--- src/csa_defines.svh ---
`ifndef CSA_DEFINES_SVH
`define CSA_DEFINES_SVH
// File addresses of the special registers.
`define CSA_IDX_WINDOW 5'h00
`define CSA_IDX_PC_LOW 5'h02
`define CSA_IDX_FLAGS 5'h03
`define CSA_IDX_POINTER 5'h04
`define CSA_IDX_RAM_FIRST 5'h05
// Bus word index of the full program counter readback.
`define CSA_IDX_PC_FULL 6'h20
// Bit positions inside core_flags.
`define CSA_BIT_WAKE 7
`define CSA_BIT_PAGE 5
`define CSA_BIT_EXPIRY 4
`define CSA_BIT_SLEEP 3
`define CSA_BIT_ZERO 2
`define CSA_BIT_NIBBLE 1
`define CSA_BIT_CARRY 0
// Reset values.
`define CSA_FLAGS_RESET 8'h18
`define CSA_POINTER_RESET 6'h00
`define CSA_RESET_VECTOR 12'h000
// Program memory geometry.
`define CSA_PC_WIDTH 12
`define CSA_PAGE_WORDS 512
`define CSA_SMALL_WORDS 512
`define CSA_LARGE_WORDS 1024
`endif

--- src/csa_pkg.sv ---
package csa_pkg;
   typedef enum logic [2:0] {
      CSA_OP_MOVE, CSA_OP_LOGIC, CSA_OP_ADD, CSA_OP_SUB, CSA_OP_RRF, CSA_OP_RLF
   } csa_alu_op_t;
   typedef struct packed {
      logic valid;
      logic write;
      logic [4:0] fsel;
      csa_alu_op_t op;
      logic [7:0] operand;
      logic [7:0] wdata;
      logic pc_inc;
      logic pc_load;
      logic [8:0] pc_target;
   } csa_core_req_t;
   typedef struct packed {
      logic [7:0] result;
      logic [7:0] file_value;
      logic [7:0] flags;
   } csa_core_resp_t;
endpackage : csa_pkg

--- src/csa_file_ram.sv ---
`timescale 1ns/1ps
`default_nettype none
module csa_file_ram #(
   parameter int AW = 5
) (
   // Clock.
   input wire logic clk,
   // Write port.
   input wire logic we,
   input wire logic [AW-1:0] waddr,
   input wire logic [7:0] wdata,
   // Read port.
   input wire logic [AW-1:0] raddr,
   output logic [7:0] rdata
);
   initial begin
      if (AW < 5 || AW > 6) $error("csa_file_ram: AW must be 5 or 6.");
   end
   logic [7:0] mem_reg [2**AW];
   assign rdata = mem_reg[raddr];
   always_ff @(posedge clk) begin
      if (we) mem_reg[waddr] <= wdata;
   end
endmodule : csa_file_ram
`default_nettype wire

--- src/csa_ahb_port.sv ---
`timescale 1ns/1ps
`default_nettype none
module csa_ahb_port (
   // Clock and reset.
   input wire logic clk,
   input wire logic reset,
   // AHB-Lite slave.
   input wire logic hsel,
   input wire logic [31:0] haddr,
   input wire logic [1:0] htrans,
   input wire logic hwrite,
   input wire logic [31:0] hwdata,
   input wire logic hready,
   output logic hreadyout,
   output logic [31:0] hrdata,
   output logic hresp,
   // Access towards the register file.
   input wire logic core_busy,
   input wire logic [31:0] rd_value,
   output logic acc_wr,
   output logic acc_rd,
   output logic [5:0] acc_idx,
   output logic [7:0] acc_wdata
);
   logic pend_reg;
   logic write_reg;
   logic mapped_reg;
   logic [5:0] idx_reg;
   logic ready_reg;
   logic [31:0] rdata_reg;
   wire take = hsel & htrans[1] & hready;
   wire done = pend_reg & ~core_busy;
   assign acc_wr = done & write_reg & mapped_reg;
   assign acc_rd = done & ~write_reg & mapped_reg;
   assign acc_idx = idx_reg;
   assign acc_wdata = hwdata[7:0];
   assign hreadyout = ready_reg;
   assign hrdata = rdata_reg;
   assign hresp = 1'b0;
   always_ff @(posedge clk) begin
      if (reset) begin
         pend_reg <= 1'b0;
         ready_reg <= 1'b1;
         write_reg <= 1'b0;
         mapped_reg <= 1'b0;
         idx_reg <= 6'h00;
         rdata_reg <= 32'h0000_0000;
      end else if (take) begin
         pend_reg <= 1'b1;
         ready_reg <= 1'b0;
         write_reg <= hwrite;
         mapped_reg <= ~|haddr[31:8];
         idx_reg <= haddr[7:2];
      end else if (done) begin
         pend_reg <= 1'b0;
         ready_reg <= 1'b1;
         rdata_reg <= acc_rd ? rd_value : 32'h0000_0000;
      end
   end
endmodule : csa_ahb_port
`default_nettype wire

--- src/csa_core_status.sv ---
// Design decision made here: the AHB-Lite slave port.
`timescale 1ns/1ps
`default_nettype none
`include "csa_defines.svh"
module csa_core_status
   import csa_pkg::*;
#(
   parameter bit LARGE = 1'b0,
   parameter int PROG_WORDS = LARGE ? `CSA_LARGE_WORDS : `CSA_SMALL_WORDS
) (
   // Clock and reset.
   input wire logic clk,
   input wire logic reset,
   // Instruction core.
   input wire csa_core_req_t core_req,
   output var csa_core_resp_t core_resp,
   output var logic [`CSA_PC_WIDTH-1:0] program_counter,
   // Reset cause and watchdog events.
   input wire logic wake_cause,
   input wire logic wdt_kick,
   input wire logic sleep_op,
   input wire logic wdt_timeout,
   // AHB-Lite slave.
   input wire logic hsel,
   input wire logic [31:0] haddr,
   input wire logic [1:0] htrans,
   input wire logic hwrite,
   input wire logic [2:0] hsize,
   input wire logic [31:0] hwdata,
   input wire logic hready,
   output logic hreadyout,
   output logic [31:0] hrdata,
   output logic hresp
);
   localparam int RAW = LARGE ? 6 : 5;
   localparam logic [`CSA_PC_WIDTH-1:0] PC_MASK = `CSA_PC_WIDTH'(PROG_WORDS - 1);

   initial begin
      if (PROG_WORDS != `CSA_SMALL_WORDS && PROG_WORDS != `CSA_LARGE_WORDS) begin
         $error("csa_core_status: PROG_WORDS must be 512 or 1024.");
      end
      if (!LARGE && PROG_WORDS > `CSA_SMALL_WORDS) begin
         $error("csa_core_status: the small variant has no second page.");
      end
   end

   function automatic logic [9:0] csa_alu(input csa_alu_op_t op, input logic [7:0] a,
                                          input logic [7:0] b, input logic [7:0] w,
                                          input logic cin);
      logic [8:0] sum;
      logic [4:0] nib;
      sum = 9'h000;
      nib = 5'h00;
      case (op)
         CSA_OP_ADD: begin
            sum = {1'b0, a} + {1'b0, b};
            nib = {1'b0, a[3:0]} + {1'b0, b[3:0]};
         end
         CSA_OP_SUB: begin
            sum = {1'b0, a} + {1'b0, ~b} + 9'h001;
            nib = {1'b0, a[3:0]} + {1'b0, ~b[3:0]} + 5'h01;
         end
         default: begin
            sum = 9'h000;
            nib = 5'h00;
         end
      endcase
      case (op)
         CSA_OP_ADD, CSA_OP_SUB: csa_alu = {sum[8], nib[4], sum[7:0]};
         CSA_OP_RRF: csa_alu = {a[0], 1'b0, cin, a[7:1]};
         CSA_OP_RLF: csa_alu = {a[7], 1'b0, a[6:0], cin};
         default: csa_alu = {2'b00, w};
      endcase
   endfunction : csa_alu

   logic [7:0] flags_reg;
   logic [7:0] flags_next;
   logic [5:0] pointer_reg;
   logic [5:0] pointer_next;
   logic [`CSA_PC_WIDTH-1:0] pc_reg;
   logic [`CSA_PC_WIDTH-1:0] pc_next;
   logic [7:0] result_reg;
   logic [7:0] file_value_reg;

   // Bus port; the core always has priority and stalls the bus.
   wire logic ahb_wr;
   wire logic ahb_rd;
   wire logic [5:0] ahb_idx;
   wire logic [7:0] ahb_wdata;
   wire logic [31:0] ahb_value;

   csa_ahb_port u_port (
      .clk(clk),
      .reset(reset),
      .hsel(hsel),
      .haddr(haddr),
      .htrans(htrans),
      .hwrite(hwrite),
      .hwdata(hwdata),
      .hready(hready),
      .hreadyout(hreadyout),
      .hrdata(hrdata),
      .hresp(hresp),
      .core_busy(core_req.valid),
      .rd_value(ahb_value),
      .acc_wr(ahb_wr),
      .acc_rd(ahb_rd),
      .acc_idx(ahb_idx),
      .acc_wdata(ahb_wdata)
   );

   // Shared file access, from the core or else from the bus.
   wire logic sel_core = core_req.valid;
   wire logic [4:0] fsel = sel_core ? core_req.fsel : ahb_idx[4:0];
   wire logic bus_file = ~sel_core & ~ahb_idx[5];
   wire logic acc_wr = sel_core ? core_req.write : (ahb_wr & bus_file);
   wire logic bank_bit = LARGE & pointer_reg[5];
   wire logic is_ind = (fsel == `CSA_IDX_WINDOW);
   wire logic [4:0] eff_low = is_ind ? pointer_reg[4:0] : fsel;
   wire logic [5:0] eff_addr = {bank_bit, eff_low};
   wire logic ind_self = is_ind & (pointer_reg[4:0] == `CSA_IDX_WINDOW);
   wire logic tgt_flags = (eff_low == `CSA_IDX_FLAGS);
   wire logic tgt_pointer = (eff_low == `CSA_IDX_POINTER);
   wire logic tgt_special = (eff_low < `CSA_IDX_RAM_FIRST);

   // Pointer readback with the unimplemented upper bits as ones.
   wire logic [7:0] pointer_view = LARGE ? {2'b11, pointer_reg}
                                         : {3'b111, pointer_reg[4:0]};

   wire logic [7:0] ram_rdata;
   wire logic [7:0] file_rd = (eff_low == `CSA_IDX_WINDOW) ? 8'h00 :
                              (eff_low == `CSA_IDX_PC_LOW) ? pc_reg[7:0] :
                              tgt_flags ? flags_reg :
                              tgt_pointer ? pointer_view :
                              ram_rdata;

   // Result of the executing instruction.
   wire logic [9:0] alu_out = csa_alu(core_req.op, file_rd, core_req.operand,
                                      core_req.wdata, flags_reg[`CSA_BIT_CARRY]);
   wire logic [7:0] alu_res = alu_out[7:0];
   wire logic alu_c = alu_out[9];
   wire logic alu_dc = alu_out[8];
   wire logic [7:0] wr_data = sel_core ? alu_res : ahb_wdata;

   // Which flags the executing instruction owns.
   wire logic op_arith = (core_req.op == CSA_OP_ADD) | (core_req.op == CSA_OP_SUB);
   wire logic op_rot = (core_req.op == CSA_OP_RRF) | (core_req.op == CSA_OP_RLF);
   wire logic upd_z = sel_core & (op_arith | (core_req.op == CSA_OP_LOGIC));
   wire logic upd_dc = sel_core & op_arith;
   wire logic upd_c = sel_core & (op_arith | op_rot);

   wire logic ram_we = acc_wr & ~tgt_special & ~ind_self;
   wire logic flag_wr = acc_wr & tgt_flags & ~ind_self;
   wire logic ptr_wr = acc_wr & tgt_pointer & ~ind_self;
   // Any flag-owning instruction blocks the data write to all three low flags.
   wire logic own_flags = upd_z | upd_dc | upd_c;
   wire logic low_wr = flag_wr & ~own_flags;

   csa_file_ram #(
      .AW(RAW)
   ) u_ram (
      .clk(clk),
      .we(ram_we),
      .waddr(eff_addr[RAW-1:0]),
      .wdata(wr_data),
      .raddr(eff_addr[RAW-1:0]),
      .rdata(ram_rdata)
   );

   // Next flag values; instruction results win over the data write.
   wire logic z_next = upd_z ? (alu_res == 8'h00) :
                       low_wr ? wr_data[`CSA_BIT_ZERO] : flags_reg[`CSA_BIT_ZERO];
   wire logic dc_next = upd_dc ? alu_dc :
                        low_wr ? wr_data[`CSA_BIT_NIBBLE] : flags_reg[`CSA_BIT_NIBBLE];
   wire logic c_next = upd_c ? alu_c :
                       low_wr ? wr_data[`CSA_BIT_CARRY] : flags_reg[`CSA_BIT_CARRY];
   wire logic wake_next = flag_wr ? wr_data[`CSA_BIT_WAKE] : flags_reg[`CSA_BIT_WAKE];
   wire logic page_next = flag_wr ? wr_data[`CSA_BIT_PAGE] : flags_reg[`CSA_BIT_PAGE];
   // Only watchdog and sleep events move these two bits; the set wins.
   wire logic exp_next = (wdt_kick | sleep_op) ? 1'b1 :
                         wdt_timeout ? 1'b0 : flags_reg[`CSA_BIT_EXPIRY];
   wire logic slp_next = wdt_kick ? 1'b1 :
                         sleep_op ? 1'b0 : flags_reg[`CSA_BIT_SLEEP];
   // A clear aimed here gives 000u u1uu through the paths above.
   assign flags_next = {wake_next, 1'b0, page_next, exp_next,
                        slp_next, z_next, dc_next, c_next};
   assign pointer_next = ptr_wr ? {LARGE & wr_data[5], wr_data[4:0]} : pointer_reg;

   // Program counter with the page bit and wrap to implemented words.
   wire logic [`CSA_PC_WIDTH-1:0] pc_jump = {2'b00, flags_reg[`CSA_BIT_PAGE],
                                             core_req.pc_target};
   wire logic [`CSA_PC_WIDTH-1:0] pc_raw = (sel_core & core_req.pc_load) ? pc_jump :
                                           (sel_core & core_req.pc_inc) ? pc_reg + 12'h001 :
                                           pc_reg;
   assign pc_next = pc_raw & PC_MASK;

   // Bus readback, with the full counter at its own word.
   assign ahb_value = (ahb_idx == `CSA_IDX_PC_FULL) ? {20'h0_0000, pc_reg} :
                      ahb_idx[5] ? 32'h0000_0000 : {24'h00_0000, file_rd};

   always_ff @(posedge clk) begin
      if (reset) begin
         flags_reg <= {wake_cause, 7'h00} | `CSA_FLAGS_RESET;
         pointer_reg <= `CSA_POINTER_RESET;
         pc_reg <= `CSA_RESET_VECTOR;
         result_reg <= 8'h00;
         file_value_reg <= 8'h00;
      end else begin
         flags_reg <= flags_next;
         pointer_reg <= pointer_next;
         pc_reg <= pc_next;
         if (sel_core) begin
            result_reg <= alu_res;
            file_value_reg <= file_rd;
         end
      end
   end

   assign core_resp = '{result: result_reg, file_value: file_value_reg, flags: flags_reg};
   assign program_counter = pc_reg;
endmodule : csa_core_status
`default_nettype wire

--- config.mk ---
export PLATFORM = sky130hd
export DESIGN_NAME = csa_core_status
export DESIGN_NICKNAME = d
export VERILOG_FILES = /design/src/csa_pkg.sv /design/src/csa_file_ram.sv /design/src/csa_ahb_port.sv /design/src/csa_core_status.sv
export VERILOG_INCLUDE_DIRS = /design/src
export SDC_FILE = /design/constraint.sdc
export NUM_CORES = 1
export LEC_CHECK = 0
export BUFFER_PORTS_ARGS = -buffer_cell sky130_fd_sc_hd__buf_4
export CAP_MARGIN = 10
export CORE_MARGIN = 5
export CORE_UTILIZATION = 63
export DETAILED_ROUTE_END_ITERATION = 8
export PLACE_DENSITY = 0.95
export SETUP_SLACK_MARGIN = 0.05
export SLEW_MARGIN = 20
export SYNTH_ARGS = -nofsm -noshare
export SYNTH_HDL_FRONTEND = slang
export SYNTH_SLANG_ARGS = --single-unit
export TNS_END_PERCENT = 10
--- constraint.sdc ---
create_clock -name clk -period 13.8 [get_ports clk]
set_clock_uncertainty 0.05 [all_clocks]
set_input_delay 2.76 -clock clk [delete_from_list [all_inputs] [get_ports clk]]
set_output_delay 2.76 -clock clk [all_outputs]
set_load 0.005 [all_outputs]
==> flow_summary_export.csv, run 1 <==
group,metric,value,unit
pwr,intPower,0.001659,W
pwr,sw_frac_of_total,27.06,%
setup_path,cpMaxStageDelayCell,"o221a_2",
setup_path,arrival,10550,ps
sta,hold_viol,0,
cts,numCtsBuffers,30,
layout,drive_above_1_share,16.16,%
place,routabilityCongestion,0.9767,
pwr,p_comb_share,15.7,%
routing,vias,12370,
pwr,p_leak,6.288,nW
die,initial_core_util,63.89,%
sta,fin_ws,3696,ps
logic_synthesis,synth_top_cell_by_area,"edfxtp_1",
logic_synthesis,yosys_warnings,0,
global_routing,grt_first_pass_wirelength,68550,um
cts,ctsResizeCount,0,
setup_path,critPathMaxFanout,57,
die,dieArea,0.02691,mm2
sta,fmax,0.09897,GHz
logic_synthesis,synth_area,0.01495,mm2
layout,layout.nets,1615,
global_routing,track_usage,33.39,%
place,dp_slack,3480,ps
global_routing,grt_overflow_total,0,
die,fp.coreArea,0.02340,mm2
routing,drt_iter0_drc,2127,
setup_path,path_cells,"buf_4 > mux2i_1 > o221a_2 > buf_4 > nand2_1 > a32oi_1 > o22ai_1 > nor4_4 > o21ai_1 > ha_1 > fa_1 > a211oi_1 > a21oi_1 > a31oi_1 > o21ai_0 > a31oi_1 > mux2_2 > mux2_2 > a22o_1",
routing,via_per_inst,6.784,
logic_synthesis,async_reset_ff_share,0,%
sta,fin_crit_sh,73.22,%
routing,wl_per_cell,25.07,um
cts,htree_levels,1,
cts,cts_buffer_depth,3,
routing,postRouteAntennaNets,0,
min_path,min_path_type,"flop to flop",
status,status,"finished, final reports clean",
sta,rsz0062_at_grt,"false",
global_routing,grt_max_degree,58,
pwr,vdd_drop_max,0.1599,mV
logic_synthesis,syn_avg_cell_area,11.12,um2
setup_path,required,14250,ps
routing,totalWireLength,45700,um
layout,fillers,1484,
sta,setup_violations,0,
cts,cts_tree,"done",
place,post-dp-hpwl,30000,um
pwr,p_seq_share,46.4,%
routing,drc,0,
layout,synthToLayoutAreaGrowth,14.87,%
place,place_area,0.01611,mm2
place,placed_cells,1766,
layout,fin_util,73.39,%
sta,setup_tns,0,ps
pwr,p_sw,0.0006155,W
logic_synthesis,ys_ff_latch,308,
logic_synthesis,ys.flop_type,"edfxtp_1",
sta,maxSlewHeadroom,22.91,%
layout,antenna_cells,0,
setup_path,crit_family,"compound AO/OA/AOI/OAI gates",
place,io_buffers,126,
sta,worst_pin_slew,1156,ps
die,rows,56,
cts,clock_sinks,308,
setup_path,startpoint_type,"input port",
layout,final_cells,1823,
layout,final_cell_mix,"253 x edfxtp_1, 182 x nand2_1, 143 x buf_4, 116 x nor2_1, 107 x a21oi_1",
routing,first_pass_iters,7,
layout,largest_reg_flops,252,
sta,period_minus_slack,10100,ps
cts,worstSkewPairLatency,600,ps
logic_synthesis,ys_seq_area_share,58.18,%
logic_synthesis,yosys.area.top_type_share,50.81,%
sta,finalMaxSlewViolations,0,
die,io_pins,185,
logic_synthesis,synth_edf_count,253,
flow_run,cap_violations,0,
setup_path,slowest_delay,880,ps
layout,layout_commonest_cell,"edfxtp_1",
cts,postCtsSetupBuffers,0,
cts,cts-root-buf,"clkbuf_16",
layout,stdcell_area,0.01718,mm2
pwr,cellPowerDensity,132.4,mW/mm2
pwr,p_clk_share,37.8,%
logic_synthesis,syn_inst,1344,
logic_synthesis,synth_area_leaders,"edfxtp_1 51%, dfxtp_1 7.4%, nand2_1 4.6%",
cts,holdBufCountCts,0,
setup_path,path_buf_inv,2,
logic_synthesis,synthDistinctLibCells,80,
setup_path,critPathKind,"input port to flop",
die,die_y,164.1,um
global_routing,grt_pass1_vias,11880,
cts,worst_setup_hold_path_clk_slew,70,ps
die,die_x,164.1,um
global_routing,antenna_found_initial,1,
setup_path,cp-end-kind,"flop",
-- path summary, 6_finish.rpt --
path,from,endpoint,slack [ps],depth (start not counted)
worst max-delay path,core_req[36],flags_reg[1],3700,19
worst min-delay path,u_port.hrdata[4],u_port.hrdata[4],410,2
worst max register to register,u_port.acc_idx[1],flags_reg[1],6130,18
worst min register to register,u_port.hrdata[4],u_port.hrdata[4],410,2
-- logic make-up (layout without fill, tap and decap cells) --
group | count (synthesis) | after routing | share of synthesized area (%)
multiplexers | 72 | 72 | 4.887
buffers and inverters | 139 | 236 | 4.962
adder cells (fa/ha/maj) | 20 | 20 | 1.774
XOR/XNOR | 6 | 6 | 0.3515
other | 1 | 64 | 0.02508
AO/OA/AOI/OAI | 335 | 335 | 15.25
AND/OR/NAND/NOR | 463 | 463 | 14.58
flip-flops | 308 | 308 | 58.18
-- metrics by stage --
stage	hold WS [ps]	total power (W)
floorplan	395.1	0.001295
global placement	394.7	0.001400
detailed placement	397.2	0.001414
CTS	405.2	0.002257
global route	445.2	0.002335
finish	405.5	0.002274
-- synthesized netlist by cell type (13+ instances only) --
cell / number
a211oi_1: 15
a21oi_1: 109
a22oi_1: 21
buf_2: 29
buf_4: 33
clkbuf_1: 24
dfxtp_1: 55
edfxtp_1: 253
ha_1: 18
inv_1: 36
mux2i_1: 64
nand2_1: 183
nand3_1: 43
nand4_1: 13
nor2_1: 116
nor3_1: 28
nor4_1: 13
o21ai_0: 47
o22ai_1: 13
-- layout make-up --
class                   instances  area, um2  area share, %
well taps                     319      399.1          2.324
clock inverters                21      265.3          1.544
clock buffers                  35      769.5          4.480
flip-flops and latches        308       8698          50.64
multi-input cells             960       5807          33.81
repair buffers                144       1101          6.411
inverters                      36      135.1         0.7868
-- per-layer routing --
layer | up-vias | global-route usage [%] | wire length (um)
li1 | 5226 | - | -
met1 | 5703 | 41.99 | 15510
met2 | 1170 | 53.68 | 20720
met3 | 269 | 10.14 | 6708
met4 | 0 | 15.06 | 2767
met5 | - | 0 | 0
-- worst register-to-register path: stages (launching register included) --
cell	delay (ps)
dfxtp_1	360
or4_4	660
o221ai_4	750
buf_4	650
mux2i_1	190
a32oi_1	300
o21ai_0	250
nor4_4	540
o21ai_1	400
ha_1	330
fa_1	440
a211oi_1	570
a21oi_1	140
a31oi_1	190
o21ai_0	130
a31oi_1	360
mux2_2	840
mux2_2	300
a22o_1	110
-- power groups by stage --
stage	Combinational (W)	Clock (W)	Sequential, W
CTS	0.000341	0.000859	0.00106
floorplan	0.000224	0	0.00107
global placement	0.000325	0	0.00107
global route	0.000379	0.000899	0.00106
detailed placement	0.000338	0	0.00108
finish	0.000358	0.000860	0.00106
(Power assumes the default switching activity.)
==> run 2: changes to the inputs <==
--- a/config.mk
+++ b/config.mk
@@ -9,9 +9,9 @@
 export BUFFER_PORTS_ARGS = -buffer_cell sky130_fd_sc_hd__buf_4
 export CAP_MARGIN = 10
 export CORE_MARGIN = 5
-export CORE_UTILIZATION = 63
+export CORE_UTILIZATION = 58
 export DETAILED_ROUTE_END_ITERATION = 8
-export PLACE_DENSITY = 0.95
+export PLACE_DENSITY = 0.9
 export SETUP_SLACK_MARGIN = 0.05
 export SLEW_MARGIN = 20
 export SYNTH_ARGS = -nofsm -noshare
==> constraint.sdc (replaced) <==
create_clock -name clk -period 10.55 [get_ports clk]
set_clock_uncertainty 0.05 [all_clocks]
set_input_delay 2.11 -clock clk [delete_from_list [all_inputs] [get_ports clk]]
set_output_delay 2.11 -clock clk [all_outputs]
set_load 0.005 [all_outputs]
==> flow_summary_export.csv, run 2 (synthesis results as in run 1) <==
group,metric,value,unit
routing,vias,12230,
global_routing,grt_overflow_total,0,
global_routing,grt_first_pass_wirelength,67120,um
cts,cts-root-buf,"clkbuf_16",
sta,period_minus_slack,8664,ps
sta,worst_pin_slew,1052,ps
sta,setup_tns,0,ps
layout,largest_reg_flops,252,
routing,via_per_inst,6.645,
sta,fmax,0.1154,GHz
cts,htree_levels,1,
global_routing,antenna_found_initial,0,
sta,hold_viol,0,
flow_run,cap_violations,0,
pwr,sw_frac_of_total,27.00,%
die,fp.coreArea,0.02525,mm2
global_routing,grt_pass1_vias,11540,
pwr,intPower,0.002137,W
routing,wl_per_cell,24.59,um
pwr,p_seq_share,47.2,%
cts,cts_tree,"done",
setup_path,required,11030,ps
routing,first_pass_iters,6,
layout,final_cells,1841,
layout,layout.nets,1625,
cts,numCtsBuffers,31,
die,die_x,170.6,um
sta,setup_violations,0,
routing,postRouteAntennaNets,0,
setup_path,arrival,9150,ps
die,initial_core_util,59.21,%
global_routing,grt_max_degree,58,
pwr,p_leak,6.309,nW
setup_path,critPathMaxFanout,57,
die,rows,58,
die,io_pins,185,
pwr,vdd_drop_max,0.1296,mV
cts,cts_buffer_depth,3,
place,placed_cells,1787,
setup_path,startpoint_type,"input port",
setup_path,critPathKind,"input port to flop",
setup_path,cp-end-kind,"flop",
pwr,cellPowerDensity,170.3,mW/mm2
sta,maxSlewHeadroom,29.89,%
die,dieArea,0.02909,mm2
cts,clock_sinks,308,
min_path,min_path_type,"flop to flop",
layout,drive_above_1_share,16.28,%
die,die_y,170.6,um
cts,ctsResizeCount,0,
layout,final_cell_mix,"253 x edfxtp_1, 182 x nand2_1, 151 x buf_4, 116 x nor2_1, 107 x a21oi_1",
layout,synthToLayoutAreaGrowth,14.95,%
pwr,p_clk_share,36.8,%
global_routing,track_usage,29.92,%
cts,worstSkewPairLatency,590,ps
layout,antenna_cells,0,
status,status,"finished, final reports clean",
sta,finalMaxSlewViolations,0,
place,routabilityCongestion,0.9853,
pwr,p_sw,0.0007901,W
place,post-dp-hpwl,30400,um
place,io_buffers,126,
routing,totalWireLength,45260,um
routing,drc,0,
routing,drt_iter0_drc,2047,
layout,layout_commonest_cell,"edfxtp_1",
cts,holdBufCountCts,0,
sta,fin_crit_sh,82.12,%
sta,rsz0062_at_grt,"false",
cts,postCtsSetupBuffers,0,
cts,worst_setup_hold_path_clk_slew,60,ps
pwr,p_comb_share,16.0,%
## run 2: power by group through the flow
| stage | Combinational, W | Clock [W] | Sequential [W] |
|---|---|---|---|
| 2_1_floorplan | 0.000293 | 0 | 0.00140 |
| 3_5_place_dp | 0.000450 | 0 | 0.00141 |
| 6_report | 0.000469 | 0.00108 | 0.00138 |
| 5_1_grt | 0.000498 | 0.00112 | 0.00138 |
| 3_3_place_gp | 0.000436 | 0 | 0.00141 |
| 4_1_cts | 0.000455 | 0.00108 | 0.00138 |
## run 2: routing by layer
layer  track usage (%)  vias up  share of wire, %
li1                  -     5239                 -
met1             39.47     5757                35
met2             49.09     1034                46
met3             5.476      204                13
met4             12.85        0               5.4
met5                 0        -                 0
## run 2: final timing paths
check,to,slack (ps),start,cells after the start
max,flags_reg[1],1890,core_req[36],21
min,u_port.hrdata[4],410,u_port.hrdata[4],2
max reg2reg,flags_reg[1],3630,u_port.acc_idx[1],20
min reg2reg,u_port.hrdata[4],410,u_port.hrdata[4],2
## run 2: metrics by stage
stage	utilization [%]	setup WS, ps	power (W)	cell area [um2]	hold WS, ps
4_1_cts	68.05	1798	0.002912	17190	415.3
3_3_place_gp	64.20	1520	0.001841	16210	395.9
2_1_floorplan	-	3192	0.001693	15190	395.1
5_1_grt	68.06	1637	0.003004	17190	446.9
3_5_place_dp	64.20	1203	0.001857	16210	406.6
6_report	68.06	1886	0.002927	17190	412.0
## run 2: area by class of cell
class	instances	area, um2
inverter	36	135.1
tap	330	412.9
timing repair buffer	153	1174
multi-input combinational	960	5796
clock buffer	38	802.0
fill	1806	8066
clock inverter	16	170.2
sequential	308	8698
## run 2: critical path: stages
cell	delay [ps]
buf_4	510
or4b_4	680
o221ai_4	830
buf_12	370
nand2_1	90
a22oi_1	260
o21ai_0	260
nor4_4	540
o21ai_1	140
buf_4	190
ha_1	210
fa_1	470
a211oi_1	520
a21oi_1	130
a31oi_1	190
o21ai_0	130
a31oi_1	190
buf_4	150
mux2_2	660
mux2_2	300
a22o_1	120
